File: src/xpr_defs.svh
// constants for the execute-in-place exit and power-loss recovery controller
// assumes a 50 MHz system clock; included by the frame engine and host modules
`ifndef XPR_DEFS_SVH
`define XPR_DEFS_SVH

// system clock period
`define XPR_CLK_NS           20
// serial clock half period in system clocks (80 ns serial clock)
`define XPR_SCK_HALF_CYC     2
// least deselect time between frames, in ns, and rounded up to cycles
`define XPR_DESELECT_TIME_NS 50
`define XPR_DESELECT_CYC     ((`XPR_DESELECT_TIME_NS + `XPR_CLK_NS - 1) / `XPR_CLK_NS)
// least hardware reset pulse width, in ns, and rounded up to cycles
`define XPR_RESET_PULSE_NS   50
`define XPR_RESET_PULSE_CYC  ((`XPR_RESET_PULSE_NS + `XPR_CLK_NS - 1) / `XPR_CLK_NS)
// longest reset recovery time after array operations, in us, and in cycles
`define XPR_RECOVERY_US      30
`define XPR_RECOVERY_CYC     ((`XPR_RECOVERY_US * 1000) / `XPR_CLK_NS)
// power to write time, in us, and in cycles
`define XPR_POWER_TO_WRITE_US  150
`define XPR_POWER_TO_WRITE_CYC ((`XPR_POWER_TO_WRITE_US * 1000) / `XPR_CLK_NS)

// exit frame lengths per protocol width, in serial clocks
`define XPR_EXIT_QUAD_CLK    7
`define XPR_EXIT_DUAL_CLK    13
`define XPR_EXIT_EXT_CLK     25
// power-loss recovery frame lengths, in serial clocks
`define XPR_REC_LEN0         7
`define XPR_REC_LEN1         9
`define XPR_REC_LEN2         13
`define XPR_REC_LEN3         17
`define XPR_REC_LEN4         25
`define XPR_REC_LEN5         33
`define XPR_REC_PART2_CLK    8
`define XPR_REC_FRAMES       7
`define XPR_ALL_ONES_BYTE    8'hff
`define XPR_BYTE_CLK         8

// register byte offsets
`define XPR_REG_CTRL         8'h00
`define XPR_REG_STATUS       8'h04
`define XPR_REG_CMDS         8'h08
// control register fields
`define XPR_CTRL_START       0
`define XPR_CTRL_OP_LSB      2
`define XPR_CTRL_PROTO_LSB   4
// command register reset value
`define XPR_CMDS_RESET       16'h0000

`endif

File: src/xpr_pkg.sv
// types shared by the recovery controller and its frame engine
// assumes xpr_defs.svh is on the include path
package xpr_pkg;

  typedef enum logic [1:0] {OP_EXIT, OP_RECOVER, OP_HWRST, OP_SWRST} xpr_op_t;
  typedef enum logic [1:0] {PR_EXT, PR_DUAL, PR_QUAD, PR_UNKNOWN} xpr_proto_t;
  typedef enum logic [2:0] {M_POWER, M_IDLE, M_FRAME, M_FWAIT, M_RSTLOW, M_RECOV} xpr_mstate_t;
  typedef enum logic [2:0] {F_IDLE, F_SETUP, F_HIGH, F_LOW, F_GAP} xpr_fphase_t;

  // one chip-select frame: clock count and the byte sent first on data line 0
  typedef struct packed {
    logic [5:0] len;
    logic [7:0] data;
  } xpr_frame_t;

  // flash pins driven by the controller
  typedef struct packed {
    logic sclk;
    logic cs_n;
    logic dq0_out;
    logic dq0_oe_n;
    logic dq3_out;
    logic dq3_oe_n;
  } xpr_pins_t;

endpackage
File: src/xpr_frame.sv
// frame engine: one chip-select frame of a given number of serial clocks
// assumes a start pulse only while busy is low; serial clock is derived from clk
`timescale 1ns/1ps
`include "xpr_defs.svh"

module xpr_frame
(
  // clock and reset
  input  wire logic               clk,
  input  wire logic               rst_n,
  // frame request
  input  wire logic               start,
  input  wire xpr_pkg::xpr_frame_t frame,
  output logic                    busy,
  // flash pins
  output xpr_pkg::xpr_pins_t      pins
);

  typedef struct packed {
    xpr_pkg::xpr_fphase_t phase;
    logic [3:0]           cnt;
    logic [5:0]           left;
    logic [7:0]           shreg;
    xpr_pkg::xpr_pins_t   pins;
  } xpr_frame_state_t;

  localparam logic [3:0] HALF   = 4'(`XPR_SCK_HALF_CYC - 1);
  localparam logic [3:0] DESEL  = 4'(`XPR_DESELECT_CYC - 1);
  localparam xpr_pkg::xpr_pins_t IDLE_PINS = '{sclk: 1'b0, cs_n: 1'b1, dq0_out: 1'b0,
                                               dq0_oe_n: 1'b1, dq3_out: 1'b0, dq3_oe_n: 1'b1};

  xpr_frame_state_t r;
  xpr_frame_state_t next_r;

  always_comb
  begin
    next_r = r;
    unique case (r.phase)
      xpr_pkg::F_IDLE:
      begin
        if (start)
        begin
          // data line 0 carries the byte msb first, ones after it; data line 3 held high
          next_r.phase         = xpr_pkg::F_SETUP;
          next_r.cnt           = HALF;
          next_r.left          = frame.len;
          next_r.shreg         = frame.data;
          next_r.pins.cs_n     = 1'b0;
          next_r.pins.dq0_out  = frame.data[7];
          next_r.pins.dq0_oe_n = 1'b0;
          next_r.pins.dq3_out  = 1'b1;
          next_r.pins.dq3_oe_n = 1'b0;
        end
      end
      xpr_pkg::F_SETUP, xpr_pkg::F_LOW:
      begin
        if (r.cnt == 4'h0)
        begin
          next_r.phase     = xpr_pkg::F_HIGH;
          next_r.cnt       = HALF;
          next_r.left      = r.left - 6'h01;
          next_r.pins.sclk = 1'b1;
        end
        else
        begin
          next_r.cnt = r.cnt - 4'h1;
        end
      end
      xpr_pkg::F_HIGH:
      begin
        if (r.cnt != 4'h0)
        begin
          next_r.cnt = r.cnt - 4'h1;
        end
        else if (r.left == 6'h00)
        begin
          // chip select rises with the clock low, before another rising edge
          next_r.phase = xpr_pkg::F_GAP;
          next_r.cnt   = DESEL;
          next_r.pins  = IDLE_PINS;
        end
        else
        begin
          next_r.phase        = xpr_pkg::F_LOW;
          next_r.cnt          = HALF;
          next_r.shreg        = {r.shreg[6:0], 1'b1};
          next_r.pins.sclk    = 1'b0;
          next_r.pins.dq0_out = r.shreg[6];
        end
      end
      xpr_pkg::F_GAP:
      begin
        // deselect time kept after every frame, so also before the next one
        if (r.cnt == 4'h0)
        begin
          next_r.phase = xpr_pkg::F_IDLE;
        end
        else
        begin
          next_r.cnt = r.cnt - 4'h1;
        end
      end
      default:
      begin
        next_r.phase = xpr_pkg::F_IDLE;
        next_r.pins  = IDLE_PINS;
      end
    endcase
  end

  always_ff @(posedge clk or negedge rst_n)
  begin
    if (!rst_n)
    begin
      r.phase <= xpr_pkg::F_IDLE;
      r.cnt   <= 4'h0;
      r.left  <= 6'h00;
      r.shreg <= 8'h00;
      r.pins  <= IDLE_PINS;
    end
    else
    begin
      r <= next_r;
    end
  end

  assign busy = (r.phase != xpr_pkg::F_IDLE);
  assign pins = r.pins;

endmodule

File: src/xpr_host.sv
// host controller that takes a serial NOR flash out of execute-in-place and recovers it
// assumes an AHB-Lite master with single word transfers and one flash on the pins below
`timescale 1ns/1ps
`include "xpr_defs.svh"

// What the document requires
// If host resets alone, it may pulse the flash reset to restore power-on state.
// Quad exit: data line 0 high, chip select low seven clocks, rise before eighth.
// Dual exit: data line 0 high, chip select low 13 clocks, rise before fourteenth.
// Extended exit: data line 0 high for 25 clocks, rise before twenty-sixth.
// Flash takes the exit as confirm bit one; no reset, operations continue.
// After an exit, host sends reset-enable then reset-memory commands.
// Below power-on threshold the flash stays in reset and ignores everything.
// During power-up the flash answers only status and flag status reads.
// After power-up: standby, write latch and busy cleared, lock bits zero.
// Flash fully accessible no later than 150 us after supply reaches minimum.
// Below threshold at power-down the flash disables all operations.
// Recovery part one: frames of 7,9,13,17,25,33 clocks, lines 0 and 3 high.
// At least 50 ns deselect between all frames of the recovery.
// Recovery part two: all-ones byte, eight clocks, chip select rises before ninth.
// Both recovery parts run in order after a lost configuration write.
// After recovery the flash is in extended single-line protocol, no execute-in-place.
// Software should then rewrite the nonvolatile configuration register.
// Hardware reset pulse held low at least 50 ns.
// After reset pulse from idle or volatile work, flash ready within 40 ns.
// Reset during array program or erase recovers within 30 us.
// Reset during status, configuration write or subsector erase waits that operation.
// Software reset recovery 90 ns from standby, 30 us after program or erase.
// Confirm bit is data line 0 in first dummy clock; one exits, zero stays.
// In execute-in-place each frame carries only address bits, no command.
// Exit length follows active protocol; unknown protocol uses full recovery.
// Clock idle and chip select high for the deselect time before any frame.
module xpr_host
#(
  parameter int POWER_WAIT_CYC = `XPR_POWER_TO_WRITE_CYC
)
(
  // clock and reset
  input  wire logic        clk,
  input  wire logic        nrst,
  // AHB-Lite slave
  input  wire logic        hsel,
  input  wire logic [31:0] haddr,
  input  wire logic [1:0]  htrans,
  input  wire logic        hwrite,
  input  wire logic [2:0]  hsize,
  input  wire logic [31:0] hwdata,
  input  wire logic        hready,
  output logic             hreadyout,
  output logic             hresp,
  output logic [31:0]      hrdata,
  // flash serial link
  output logic             flash_sclk,
  output logic             flash_cs_n,
  output logic             flash_reset_n,
  // serial data line 0, two-way
  input  wire logic        serial_data_line_0_in,
  output logic             serial_data_line_0_out,
  output logic             serial_data_line_0_oe_n,
  // data line 3 (hold), two-way
  input  wire logic        data_line_3_hold_in,
  output logic             data_line_3_hold_out,
  output logic             data_line_3_hold_oe_n
);

  typedef struct packed {
    xpr_pkg::xpr_mstate_t st;
    logic [12:0]          cnt;
    logic [3:0]           step;
    xpr_pkg::xpr_op_t     op;
    xpr_pkg::xpr_proto_t  proto;
    logic                 done;
    logic                 ready;
    logic [15:0]          cmds;
    logic                 rst_out;
    logic                 ap_valid;
    logic                 ap_write;
    logic [7:0]           ap_addr;
    logic [31:0]          rdata;
    logic [2:0]           sync0;
    logic [2:0]           sync3;
    logic                 dq0_lvl;
    logic                 dq3_lvl;
  } xpr_host_state_t;

  localparam logic [12:0] RESET_PULSE = 13'(`XPR_RESET_PULSE_CYC - 1);
  localparam logic [12:0] RECOVERY    = 13'(`XPR_RECOVERY_CYC - 1);
  localparam logic [12:0] POWER_WAIT  = 13'(POWER_WAIT_CYC - 1);

  // reset release through two flip-flops
  logic [1:0] rst_sync;
  logic       rst_n;

  always_ff @(posedge clk or negedge nrst)
  begin
    if (!nrst)
    begin
      rst_sync <= 2'b00;
    end
    else
    begin
      rst_sync <= {rst_sync[0], 1'b1};
    end
  end

  assign rst_n = rst_sync[1];

  xpr_host_state_t     r;
  xpr_host_state_t     next_r;
  logic                fr_start;
  logic                fr_busy;
  xpr_pkg::xpr_frame_t fr;
  xpr_pkg::xpr_pins_t  pins;
  logic                fr_last;
  logic                busy;
  logic                rec;
  logic                cmds_due;
  logic [3:0]          n_pre;
  logic [3:0]          n_total;
  logic [3:0]          cmd_idx;
  logic                ap_sel;

  // recovery part one lengths by frame index, part two as the last
  function automatic logic [5:0] rec_len(input logic [3:0] idx);
    logic [5:0] len;
    len = 6'(`XPR_REC_PART2_CLK);
    unique case (idx)
      4'h0: len = 6'(`XPR_REC_LEN0);
      4'h1: len = 6'(`XPR_REC_LEN1);
      4'h2: len = 6'(`XPR_REC_LEN2);
      4'h3: len = 6'(`XPR_REC_LEN3);
      4'h4: len = 6'(`XPR_REC_LEN4);
      4'h5: len = 6'(`XPR_REC_LEN5);
      default: len = 6'(`XPR_REC_PART2_CLK);
    endcase
    return len;
  endfunction

  // exit frame length matching the active protocol width
  function automatic logic [5:0] exit_len(input xpr_pkg::xpr_proto_t p);
    logic [5:0] len;
    len = 6'(`XPR_EXIT_EXT_CLK);
    unique case (p)
      xpr_pkg::PR_QUAD: len = 6'(`XPR_EXIT_QUAD_CLK);
      xpr_pkg::PR_DUAL: len = 6'(`XPR_EXIT_DUAL_CLK);
      xpr_pkg::PR_EXT:  len = 6'(`XPR_EXIT_EXT_CLK);
      default:          len = 6'(`XPR_EXIT_EXT_CLK);
    endcase
    return len;
  endfunction

  // frame plan of the running order
  always_comb
  begin
    rec      = (r.op == xpr_pkg::OP_RECOVER) ||
               (r.op == xpr_pkg::OP_EXIT && r.proto == xpr_pkg::PR_UNKNOWN);
    cmds_due = (r.op == xpr_pkg::OP_EXIT) || (r.op == xpr_pkg::OP_SWRST);
    if (rec)
    begin
      n_pre = 4'(`XPR_REC_FRAMES);
    end
    else if (r.op == xpr_pkg::OP_EXIT)
    begin
      n_pre = 4'h1;
    end
    else
    begin
      n_pre = 4'h0;
    end
    n_total = n_pre + (cmds_due ? 4'h2 : 4'h0);
    cmd_idx = r.step - n_pre;
    fr_last = (r.step == n_total - 4'h1);
    if (r.step < n_pre)
    begin
      // data line 0 held high throughout, the confirm bit reads as one
      fr.data = `XPR_ALL_ONES_BYTE;
      fr.len  = rec ? rec_len(r.step) : exit_len(r.proto);
    end
    else
    begin
      // reset-enable first, then reset-memory, both in extended single-line form
      fr.data = (cmd_idx == 4'h0) ? r.cmds[7:0] : r.cmds[15:8];
      fr.len  = 6'(`XPR_BYTE_CLK);
    end
  end

  assign fr_start = (r.st == xpr_pkg::M_FRAME);
  assign busy     = (r.st != xpr_pkg::M_IDLE) && (r.st != xpr_pkg::M_POWER);
  assign ap_sel   = hsel && htrans[1] && hready;

  always_comb
  begin
    next_r = r;

    // pin inputs: three flops, a change counts once the last two agree
    next_r.sync0 = {r.sync0[1:0], serial_data_line_0_in};
    next_r.sync3 = {r.sync3[1:0], data_line_3_hold_in};
    if (r.sync0[1] == r.sync0[2])
    begin
      next_r.dq0_lvl = r.sync0[2];
    end
    if (r.sync3[1] == r.sync3[2])
    begin
      next_r.dq3_lvl = r.sync3[2];
    end

    // address phase capture and registered read data
    next_r.ap_valid = ap_sel;
    next_r.ap_write = hwrite;
    next_r.ap_addr  = haddr[7:0];
    next_r.rdata    = 32'h0000_0000;
    if (ap_sel && !hwrite)
    begin
      unique case (haddr[7:0])
        `XPR_REG_CTRL:   next_r.rdata = {26'h0, r.proto, r.op, 2'b00};
        `XPR_REG_STATUS: next_r.rdata = {20'h0, r.step, 3'h0, r.dq3_lvl, r.dq0_lvl,
                                         r.ready, r.done, busy};
        `XPR_REG_CMDS:   next_r.rdata = {16'h0, r.cmds};
        default:         next_r.rdata = 32'h0000_0000;
      endcase
    end

    unique case (r.st)
      xpr_pkg::M_POWER:
      begin
        // no frame before the flash is fully accessible
        if (r.cnt == 13'h0000)
        begin
          next_r.ready = 1'b1;
          next_r.st    = xpr_pkg::M_IDLE;
        end
        else
        begin
          next_r.cnt = r.cnt - 13'h0001;
        end
      end
      xpr_pkg::M_IDLE:
      begin
        if (r.ap_valid && r.ap_write && r.ap_addr == `XPR_REG_CMDS)
        begin
          next_r.cmds = hwdata[15:0];
        end
        if (r.ap_valid && r.ap_write && r.ap_addr == `XPR_REG_CTRL && hwdata[`XPR_CTRL_START])
        begin
          next_r.op    = xpr_pkg::xpr_op_t'(hwdata[`XPR_CTRL_OP_LSB +: 2]);
          next_r.proto = xpr_pkg::xpr_proto_t'(hwdata[`XPR_CTRL_PROTO_LSB +: 2]);
          next_r.step  = 4'h0;
          next_r.done  = 1'b0;
          if (xpr_pkg::xpr_op_t'(hwdata[`XPR_CTRL_OP_LSB +: 2]) == xpr_pkg::OP_HWRST)
          begin
            next_r.st      = xpr_pkg::M_RSTLOW;
            next_r.cnt     = RESET_PULSE;
            next_r.rst_out = 1'b0;
          end
          else
          begin
            next_r.st = xpr_pkg::M_FRAME;
          end
        end
      end
      xpr_pkg::M_RSTLOW:
      begin
        if (r.cnt == 13'h0000)
        begin
          next_r.rst_out = 1'b1;
          next_r.st      = xpr_pkg::M_RECOV;
          next_r.cnt     = RECOVERY;
        end
        else
        begin
          next_r.cnt = r.cnt - 13'h0001;
        end
      end
      xpr_pkg::M_FRAME:
      begin
        next_r.st = xpr_pkg::M_FWAIT;
      end
      xpr_pkg::M_FWAIT:
      begin
        if (!fr_busy)
        begin
          if (fr_last)
          begin
            next_r.st  = xpr_pkg::M_RECOV;
            next_r.cnt = cmds_due ? RECOVERY : 13'h0000;
          end
          else
          begin
            next_r.step = r.step + 4'h1;
            next_r.st   = xpr_pkg::M_FRAME;
          end
        end
      end
      xpr_pkg::M_RECOV:
      begin
        if (r.cnt == 13'h0000)
        begin
          next_r.done = 1'b1;
          next_r.st   = xpr_pkg::M_IDLE;
        end
        else
        begin
          next_r.cnt = r.cnt - 13'h0001;
        end
      end
      default:
      begin
        next_r.st = xpr_pkg::M_IDLE;
      end
    endcase
  end

  always_ff @(posedge clk or negedge rst_n)
  begin
    if (!rst_n)
    begin
      r.st       <= xpr_pkg::M_POWER;
      r.cnt      <= POWER_WAIT;
      r.step     <= 4'h0;
      r.op       <= xpr_pkg::OP_EXIT;
      r.proto    <= xpr_pkg::PR_EXT;
      r.done     <= 1'b0;
      r.ready    <= 1'b0;
      r.cmds     <= `XPR_CMDS_RESET;
      r.rst_out  <= 1'b1;
      r.ap_valid <= 1'b0;
      r.ap_write <= 1'b0;
      r.ap_addr  <= 8'h00;
      r.rdata    <= 32'h0000_0000;
      r.sync0    <= 3'h0;
      r.sync3    <= 3'h0;
      r.dq0_lvl  <= 1'b0;
      r.dq3_lvl  <= 1'b0;
    end
    else
    begin
      r <= next_r;
    end
  end

  xpr_frame u_frame
  (
    .clk   (clk),
    .rst_n (rst_n),
    .start (fr_start),
    .frame (fr),
    .busy  (fr_busy),
    .pins  (pins)
  );

  assign hreadyout               = 1'b1;
  assign hresp                   = 1'b0;
  assign hrdata                  = r.rdata;
  assign flash_sclk              = pins.sclk;
  assign flash_cs_n              = pins.cs_n;
  assign flash_reset_n           = r.rst_out;
  assign serial_data_line_0_out  = pins.dq0_out;
  assign serial_data_line_0_oe_n = pins.dq0_oe_n;
  assign data_line_3_hold_out    = pins.dq3_out;
  assign data_line_3_hold_oe_n   = pins.dq3_oe_n;

endmodule

File: config.mk
export PLATFORM = sky130hd
export DESIGN_NAME = xpr_host
export DESIGN_NICKNAME = d
export VERILOG_FILES = /design/src/xpr_pkg.sv /design/src/xpr_frame.sv /design/src/xpr_host.sv
export VERILOG_INCLUDE_DIRS = /design/src
export SDC_FILE = /design/constraint.sdc
export NUM_CORES = 1
export LEC_CHECK = 0
export BUFFER_PORTS_ARGS = -buffer_cell sky130_fd_sc_hd__buf_2
export CORE_MARGIN = 5
export CORE_UTILIZATION = 55
export DETAILED_ROUTE_END_ITERATION = 8
export PLACE_DENSITY = 0.9
export SYNTH_ARGS = -nofsm -noshare
export SYNTH_HDL_FRONTEND = slang
export SYNTH_SLANG_ARGS = --single-unit
File: constraint.sdc
create_clock -name clk -period 4.2 [get_ports clk]
set_input_delay 0.63 -clock clk [delete_from_list [all_inputs] [get_ports clk]]
set_output_delay 0.63 -clock clk [all_outputs]
set_load 0.02 [all_outputs]
==> results of run 1 <==
[logic make-up after synthesis]
group,synth area share
multiplexers,0.0578
AO/OA/AOI/OAI,0.168
flip-flops,0.479
adder cells (fa/ha/maj),0.0398
AND/OR/NAND/NOR,0.165
other,0.00139
buffers and inverters,0.0826
XOR/XNOR,0.00648
[critical path, delay by kind of cell, from the launching register on]
kind | cells | cell delay [ns]
AOI/OAI and AO/OA | 3 | 0.78
adders and majority gates | 2 | 0.56
buffers and inverters | 3 | 0.47
DFF | 1 | 0.39
and+or+nand+nor | 3 | 1.05
[synthesized netlist by cell type, types with 6 or more instances]
| cell | count | area share |
|---|---|---|
| o21ai_0 | 40 | 0.037 |
| dfstp_2 | 10 | 0.049 |
| nor2_1 | 63 | 0.044 |
| mux2i_1 | 11 | 0.020 |
| nand2_1 | 31 | 0.022 |
| nor2b_1 | 10 | 0.012 |
| mux2_2 | 18 | 0.037 |
| dfrtp_1 | 93 | 0.43 |
| nor4_1 | 7 | 0.0081 |
| and2_1 | 6 | 0.0069 |
| buf_4 | 36 | 0.050 |
| a221oi_1 | 8 | 0.013 |
| inv_1 | 23 | 0.016 |
| a21oi_1 | 30 | 0.028 |
| a22oi_1 | 7 | 0.0097 |
| o31ai_1 | 6 | 0.0083 |
| clkbuf_1 | 19 | 0.013 |
| nor3_1 | 13 | 0.012 |
| nand2b_1 | 8 | 0.0093 |
| a31oi_1 | 14 | 0.016 |
| ha_1 | 14 | 0.032 |
[sequential cells by signal, indices dropped and copies added, names as in the netlist]
name	flops
r	56
u_frame.r	20
hrdata	16
next_r	4
u_frame.pins	4
rst_sync	2
flash_reset_n	1
[cell type report]
cell class / count / share of cell area
Clock buffer: 9 / 0.0214
Clock inverter: 7 / 0.0110
Inverter: 23 / 0.0149
Multi-Input combinational cell: 387 / 0.421
Sequential cell: 103 / 0.449
Tap cell: 133 / 0.0288
Timing Repair Buffer: 59 / 0.0537
[worst max-delay path by stage]
stage / startpoint / end
6_report: r[72] / u_frame.r[9]
2_1_floorplan: rst_sync[1] / hrdata[0]
5_1_grt: r[72] / u_frame.r[9]
3_3_place_gp: r[72] / u_frame.r[10]
3_5_place_dp: r[72] / u_frame.r[12]
4_1_cts: r[72] / u_frame.r[9]
[power by group]
part	internal [uW]	switching (uW)
sequential	1010	22.2
clock	227	363
combinational	28.9	47.8
[routing by layer]
metal / vias up / part of all wire / global-route usage
met2: 224 / 0.50 / 0.353
met1: 2100 / 0.40 / 0.281
met4: 0 / 0.036 / 0.0953
met5: - / 0 / 0
li1: 1999 / - / -
met3: 44 / 0.063 / 0.0391
[timing repair]
action,in CTS,in global routing
endpoints found under the hold margin,0,2
resized for setup,0,0
hold buffers,0,1
[per-stage QoR]
| step | hold slack, ns | worst slack, ns | instance area (um^2) |
|---|---|---|---|
| floorplan | 0.331 | 1.14 | 5470 |
| global placement | 0.340 | 1.19 | 5580 |
| detailed placement | 0.337 | 1.03 | 5580 |
| CTS | 0.00964 | 0.904 | 5770 |
| global route | 0.341 | 0.610 | 5780 |
| finish | 0.335 | 0.849 | 5780 |
==> summary by stage, run 1 <==
Logic synthesis
The fraction of the yosys area taken by sequential cells is 0.479. Synthesis produced a netlist whose cell count is 554. During synthesis, Yosys emitted a total of 0 warnings. Counting flops with an async set or reset pin after synthesis yields a share of 1.00. The average size of a mapped cell is 9.76 um^2. The unique cell type count in the Yosys netlist is 65.

The number of enable-type register cells in the synthesized netlist is 0. The total of flip-flops plus latches after synthesis is 103. The cell area after synthesis is 0.00541 mm^2.

In the synthesized netlist the dominant register cell turns out to be dfrtp_1.

Placed design
In this run the tool buffered the top-level ports with 54 buffer cells. The placed wire-length estimate after detailed placement is 8710 um. The instance count after placement with tap cells included is 704. At the end of routability-driven placement, the weighted congestion stood at 0.888.

Outcome
The run finished with clean final reports.

Finish
The multi-input combinational cells in the finished layout cover a total of 0.00244 mm^2. The fraction of layout cells with a size suffix above 1 is 0.187. The number of nets in the finished design is 673. The layout overhead on the synthesized area is 6.87%. In the final layout, flip-flops and latches occupy 0.00259 mm^2. The number of filler instances in the final layout is 775.

The library cells used most frequently in the layout, excluding fill and tap cells, are dfrtp_1, nor2_1, buf_2, o21ai_0, nand2_1. The non-filler instance count after layout is 721. Leaving out fill and tap cells, the most frequent cell in the layout is dfrtp_1. 0 antenna diodes ended up in the layout. Once layout is complete, the utilization of the core stands at 0.597.

Power and ir drop
The cell area power density is 294 mW/mm^2. The leakage power of the design is 0.00264 uW. Across the VDD grid, the largest voltage drop is 0.264 mV. After layout, the design draws a total of 1700 uW.

Clock tree
The clock root buffer master is clkbuf_8. Clock latency on the worst-skew pair, taken at its later pin, is 0.38 ns. The maximum number of buffers from clock root to sink is 2.

TritonCTS built the clock tree. The number of clock sinks seen by CTS is 103. The clock-pin slew reported for the worst setup and hold paths after clock tree synthesis is 0.10 ns. The number of setup buffers added after CTS is 0. The TritonCTS buffer count is 9. The H-tree was split into 3 levels.

Timing
The sum of negative setup slack is 0 ns. The maximum achievable frequency is 0.298 GHz. The final cycle utilization of the critical path is 0.798. Setup violations remaining at the end of the flow were counted as 0.

The shortest clock period the worst path allows after layout is 3.35 ns. Setup repair after global routing left no endpoint under its margin. Between clock sinks in the finished design, the worst skew comes to 0.0185 ns. The slew at the pin with the worst max-slew slack is 0.919 ns. The number of failing hold endpoints at the final stage is 0. The number of max-slew violations in the final report came to 0. The relative slew slack is 0.386.

GRT
The via count of the first global-routing pass came to 4344. The global route total overflow is 0. For this run, the total global-route usage over all layers was measured as 0.216. The number of antenna violations at the first check in global routing came to 0.

The first global-routing pass estimated 20500 um of wire. Entering global routing, the biggest net connects 55 pins.

Route
The ratio of routed vias to standard cells is 6.06. Dividing the detail-routed wire length by the instance count gives 16.7 um. The post-route antenna net violation count is 0. The sum of routed wire length over all layers is 12100 um. The number of violations reported at the end of detailed-routing iteration 0 is 466. The first detailed-routing pass ran for 5 iterations.

Summing over every cut layer, the via total after detailed routing is 4367. In the routed design, unresolved DRC markers number 0.

Setup path
The sort of element at the start of the critical path is a flip-flop. Walking the worst path, the cells encountered are inv_1 -> ha_1 -> a21o_1 -> inv_1 -> ha_1 -> nor2b_1 -> o21ai_0 -> nor3b_1 -> nor4b_1 -> buf_4 -> a221oi_1. The worst register-to-register path begins at r[72].

The slowest cell on the critical path is nor3b_1. The highest fanout seen on the critical path is 7. For flop-to-flop paths, the worst setup slack is 0.85 ns.

Data on the critical path is required at its endpoint by 4.47 ns. The reg-to-reg endpoint is u_frame.r[9]. The signal arrival time at the worst endpoint is 3.62 ns. The largest single stage delay on the critical path is 0.78 ns. The element type at the critical path end is a flip-flop. Measured in cells, the most critical reg-to-reg path has a length of 11. The type of the worst setup path is reg2reg.

Die
In this run the count of I/O pins placed on the die edge is 117. The count of standard-cell rows is 36. The area inside the core boundary is 0.00968 mm^2.

The initial utilization of the core area, before any placement, comes to 0.559. The die covers 0.0119 mm^2. The horizontal die dimension is 109 um. The floorplan step set the die height to 109 um.

Flow run
The max-cap violation count is 0.

Hold path
The worst hold path belongs to the class reg2async.
(Power assumes the default switching activity.)
==> inputs of run 2 (changes only) <==
- clock period: 4.2 -> 3.5 ns (I/O delays scaled with it)
==> run 2 against run 1 <==
Routed wire length decreased by 0.39%. Hold slack got worse by 0.097 ns. Utilization increased by 0.49 points. Combinational power increased by 21%. Register-to-register slack got worse by 0.29 ns. Power rose by 22%. Flip-flop and latch count stayed put. Clock skew decreased by 0.0045 ns. Clock power grew 26%. Cell count is 0.69% higher. First-iteration DRC count fell by 2.6%. Cell area is 0.82% higher. Critical path type unchanged. Critical endpoint unchanged. Largest power group unchanged.
==> summary by stage, run 2 (synthesized netlist as in run 1, its figures left out) <==
GRT
The most used routing layer was met2 (unchanged). The routing usage on met2 is 0.358 (was 0.353). The global-route wire length before repair came to 20100 um (was 20500 um). The met1 track demand over resource is 0.269 (was 0.281). The maximum number of pins on one net before global-route repair is 47 (was 55). The global route total overflow was 0 (unchanged). The number of antenna violations at the first check in global routing is 0 (unchanged). The overall track demand over capacity in global routing is 0.213 (was 0.216).

The via count of the first global-routing pass is 4246 (was 4344). The global-route track usage on met3 is 0.0385 (was 0.0391).

Die
The area enclosed by the die boundary is 0.0119 mm^2 (unchanged). The area inside the core boundary is 0.00968 mm^2 (unchanged). The effective utilization at floorplan is 0.559 (unchanged). The count of standard-cell rows came to 36 (unchanged). The number of top-level pins came to 117 (unchanged). The horizontal die dimension is 109 um (unchanged). The height of the die is 109 um (unchanged).

Finish
Commonest cells after routing, fill and taps aside: dfrtp_1, nor2_1, buf_2, o21ai_0, nand2_1 (unchanged). The final antenna diode count is 0 (unchanged). The combined area of the multi-input logic cells is 0.00244 mm^2 (unchanged). The most common library cell in the layout ignoring fill and taps is dfrtp_1 (unchanged). The layout overhead on the synthesized area came to 7.75% (was 6.87%). The fraction of layout cells with a size suffix above 1 is 0.194 (was 0.187). The area used by sequential logic in the layout is 0.00259 mm^2 (unchanged). The number of nets in the finished design was 678 (was 673). The number of filler instances in the final layout was 767 (was 775). The largest register by flop count is r (unchanged).

The number of flip-flops in the largest register is 56 (unchanged).

Timing
The shortest clock period the worst path allows after layout is 2.94 ns (was 3.35 ns). The maximum achievable frequency is 0.340 GHz (was 0.298 GHz). The slew at the pin with the worst max-slew slack is 0.900 ns (was 0.919 ns). The relative slew slack is 0.398 (was 0.386).

The sum of negative setup slack was 0 ns (unchanged). The number of failing hold endpoints at the final stage was 0 (unchanged). The worst-case setup margin in the final layout is 0.561 ns (was 0.849 ns).

The worst clock skew on the final layout was 0.0140 ns (was 0.0185 ns). The number of max-slew violations in the final report came to 0 (unchanged). The final cycle utilization of the critical path is 0.840 (was 0.798). The total of endpoints with negative setup slack in the final report is 0 (unchanged). Setup repair after global routing missed its margin: false (unchanged).

Setup path
The highest fanout seen on the critical path is 7 (unchanged). The sort of element at the start of the critical path is a flip-flop (unchanged). The reg-to-reg endpoint is u_frame.r[9] (unchanged). The count of cells along the worst register-to-register path is 12 (was 11). The element type at the critical path end is a flip-flop (unchanged). The type of the worst setup path was reg2reg (unchanged).

The required time of the worst setup path is 3.78 ns (was 4.47 ns). The setup slack of the worst register-to-register path was 0.56 ns (was 0.85 ns). The beginning of the worst register-to-register path is r[72] (unchanged). The signal arrival time at the worst endpoint is 3.22 ns (was 3.62 ns).

Hold path
The terminating pin of the worst hold path is next_r[6]. Counting instances, the worst hold path has a depth of 1. The class of the tightest hold or removal check is in2reg (was reg2async). In this run the most critical hold path is launched from serial_data_line_0_in.

Placed design
The post-placement worst setup slack is 0.591 ns (was 1.03 ns). The count of port buffers added during placement is 54 (unchanged). The placed wire-length estimate after detailed placement is 8740 um (was 8710 um). The placer's final routability congestion estimate is 0.886 (was 0.888).

Clock tree
The clock-pin slew reported for the worst setup and hold paths after clock tree synthesis is 0.10 ns (about the same). The TritonCTS buffer count is 9 (unchanged). The clock root buffer master was clkbuf_8 (unchanged). The number of gates given a new drive strength after cts is 0 (unchanged). The maximum number of buffers from clock root to sink came to 2 (unchanged). The clock latency reported for the late side of the worst-skew pair is 0.39 ns (was 0.38 ns).

The number of clock sinks seen by CTS is 103 (unchanged). The depth of the CTS H-tree came to 3 (unchanged). The CTS tree was yes (unchanged).

Power and ir drop
The relative contribution of the clock network to total power is 0.358 (was 0.347). The design internal power is 1550 uW (was 1270 uW). The cell area power density is 357 mW/mm^2 (was 294 mW/mm^2). The total design power is 2080 uW (was 1700 uW). The leakage power of the design is 0.00267 uW (was 0.00264 uW). The worst vdd rail ir drop is 0.315 mV (was 0.264 mV). The switching share of power is 0.256 (was 0.254). The power share of the sequential group was 0.598 (was 0.608). The proportion of power drawn by combinational gates is 0.045 (about the same). The net load switching power is 533 uW (was 433 uW).

Flow run
The max-cap violation count came to 0 (unchanged).

Outcome
Result of the run: completed (unchanged).

Route
The total via count in the routed design is 4340 (was 4367). The routed length per instance was 16.6 um (was 16.7 um). The ratio of routed vias to standard cells is 5.98 (was 6.06). The number of detailed-route iterations in the first pass was 5 (unchanged).

The number of violations reported at the end of detailed-routing iteration 0 is 454 (was 466). The DRC violation count after routing was 0 (unchanged). The post-route antenna net violation count is 0 (unchanged). The sum of routed wire length over all layers is 12000 um (was 12100 um).
## run 2: cell count changes in the layout (fill, tap and decap cells not counted), sizes merged
cell | before | now
clkbuf | 9 | 10
buf | 58 | 63
clkinvlp | 1 | 0
## run 2: worst max-delay path, cell delays in order (launching register included)
cell and delay [ns]:
dfrtp_1 0.40, inv_1 0.11, ha_1 0.24, a21o_1 0.26, inv_1 0.14, ha_1 0.30
nor2b_1 0.11, o21ai_0 0.09, nor2b_1 0.16, o21ai_1 0.36, buf_4 0.24, mux2i_1 0.10
a221oi_1 0.32
## run 2: how the worst max path moves through the flow
stage | from | end | slack [ns]
2_1_floorplan | rst_sync[1] | hrdata[0] | 0.44
3_3_place_gp | r[72] | u_frame.r[9] | 0.70
3_5_place_dp | r[72] | u_frame.r[9] | 0.59
4_1_cts | r[72] | u_frame.r[9] | 0.58
5_1_grt | r[71] | u_frame.r[11] | 0.36
6_report | r[72] | u_frame.r[9] | 0.56
## run 2: final cells by class
cell class | instances | share of cell area
well taps | 133 | 0.0286
clock buffers | 10 | 0.0236
inverters | 23 | 0.0148
repair buffers | 64 | 0.0597
clock inverters | 6 | 0.0103
flip-flops and latches | 103 | 0.445
multi-input cells | 387 | 0.418
## run 2: power by group through the flow
stage	clock network, uW	registers [uW]	logic (uW)
floorplan	0	1270	64.0
global placement	0	1260	87.7
detailed placement	0	1270	91.5
CTS	751	1240	92.9
global route	803	1250	103
finish	743	1240	92.7
## run 2: layer usage
metal | up-vias | routed length (um)
li1 | 2000 | -
met1 | 2133 | 4960
met2 | 180 | 6040
met3 | 27 | 696
met4 | 0 | 329
met5 | - | 0
## run 2: metrics by stage
step	cell area, um^2	cells	hold slack, ns	utilization
floorplan	5470	571	0.229	-
global placement	5620	709	0.310	0.580
detailed placement	5620	709	0.313	0.580
CTS	5830	726	0.232	0.602
global route	5830	726	0.229	0.602
finish	5830	726	0.238	0.602
## run 2: timing repair
action,CTS,global route
hold buffers,1,0
hold endpoints to repair,2,0
buffers inserted,0,0
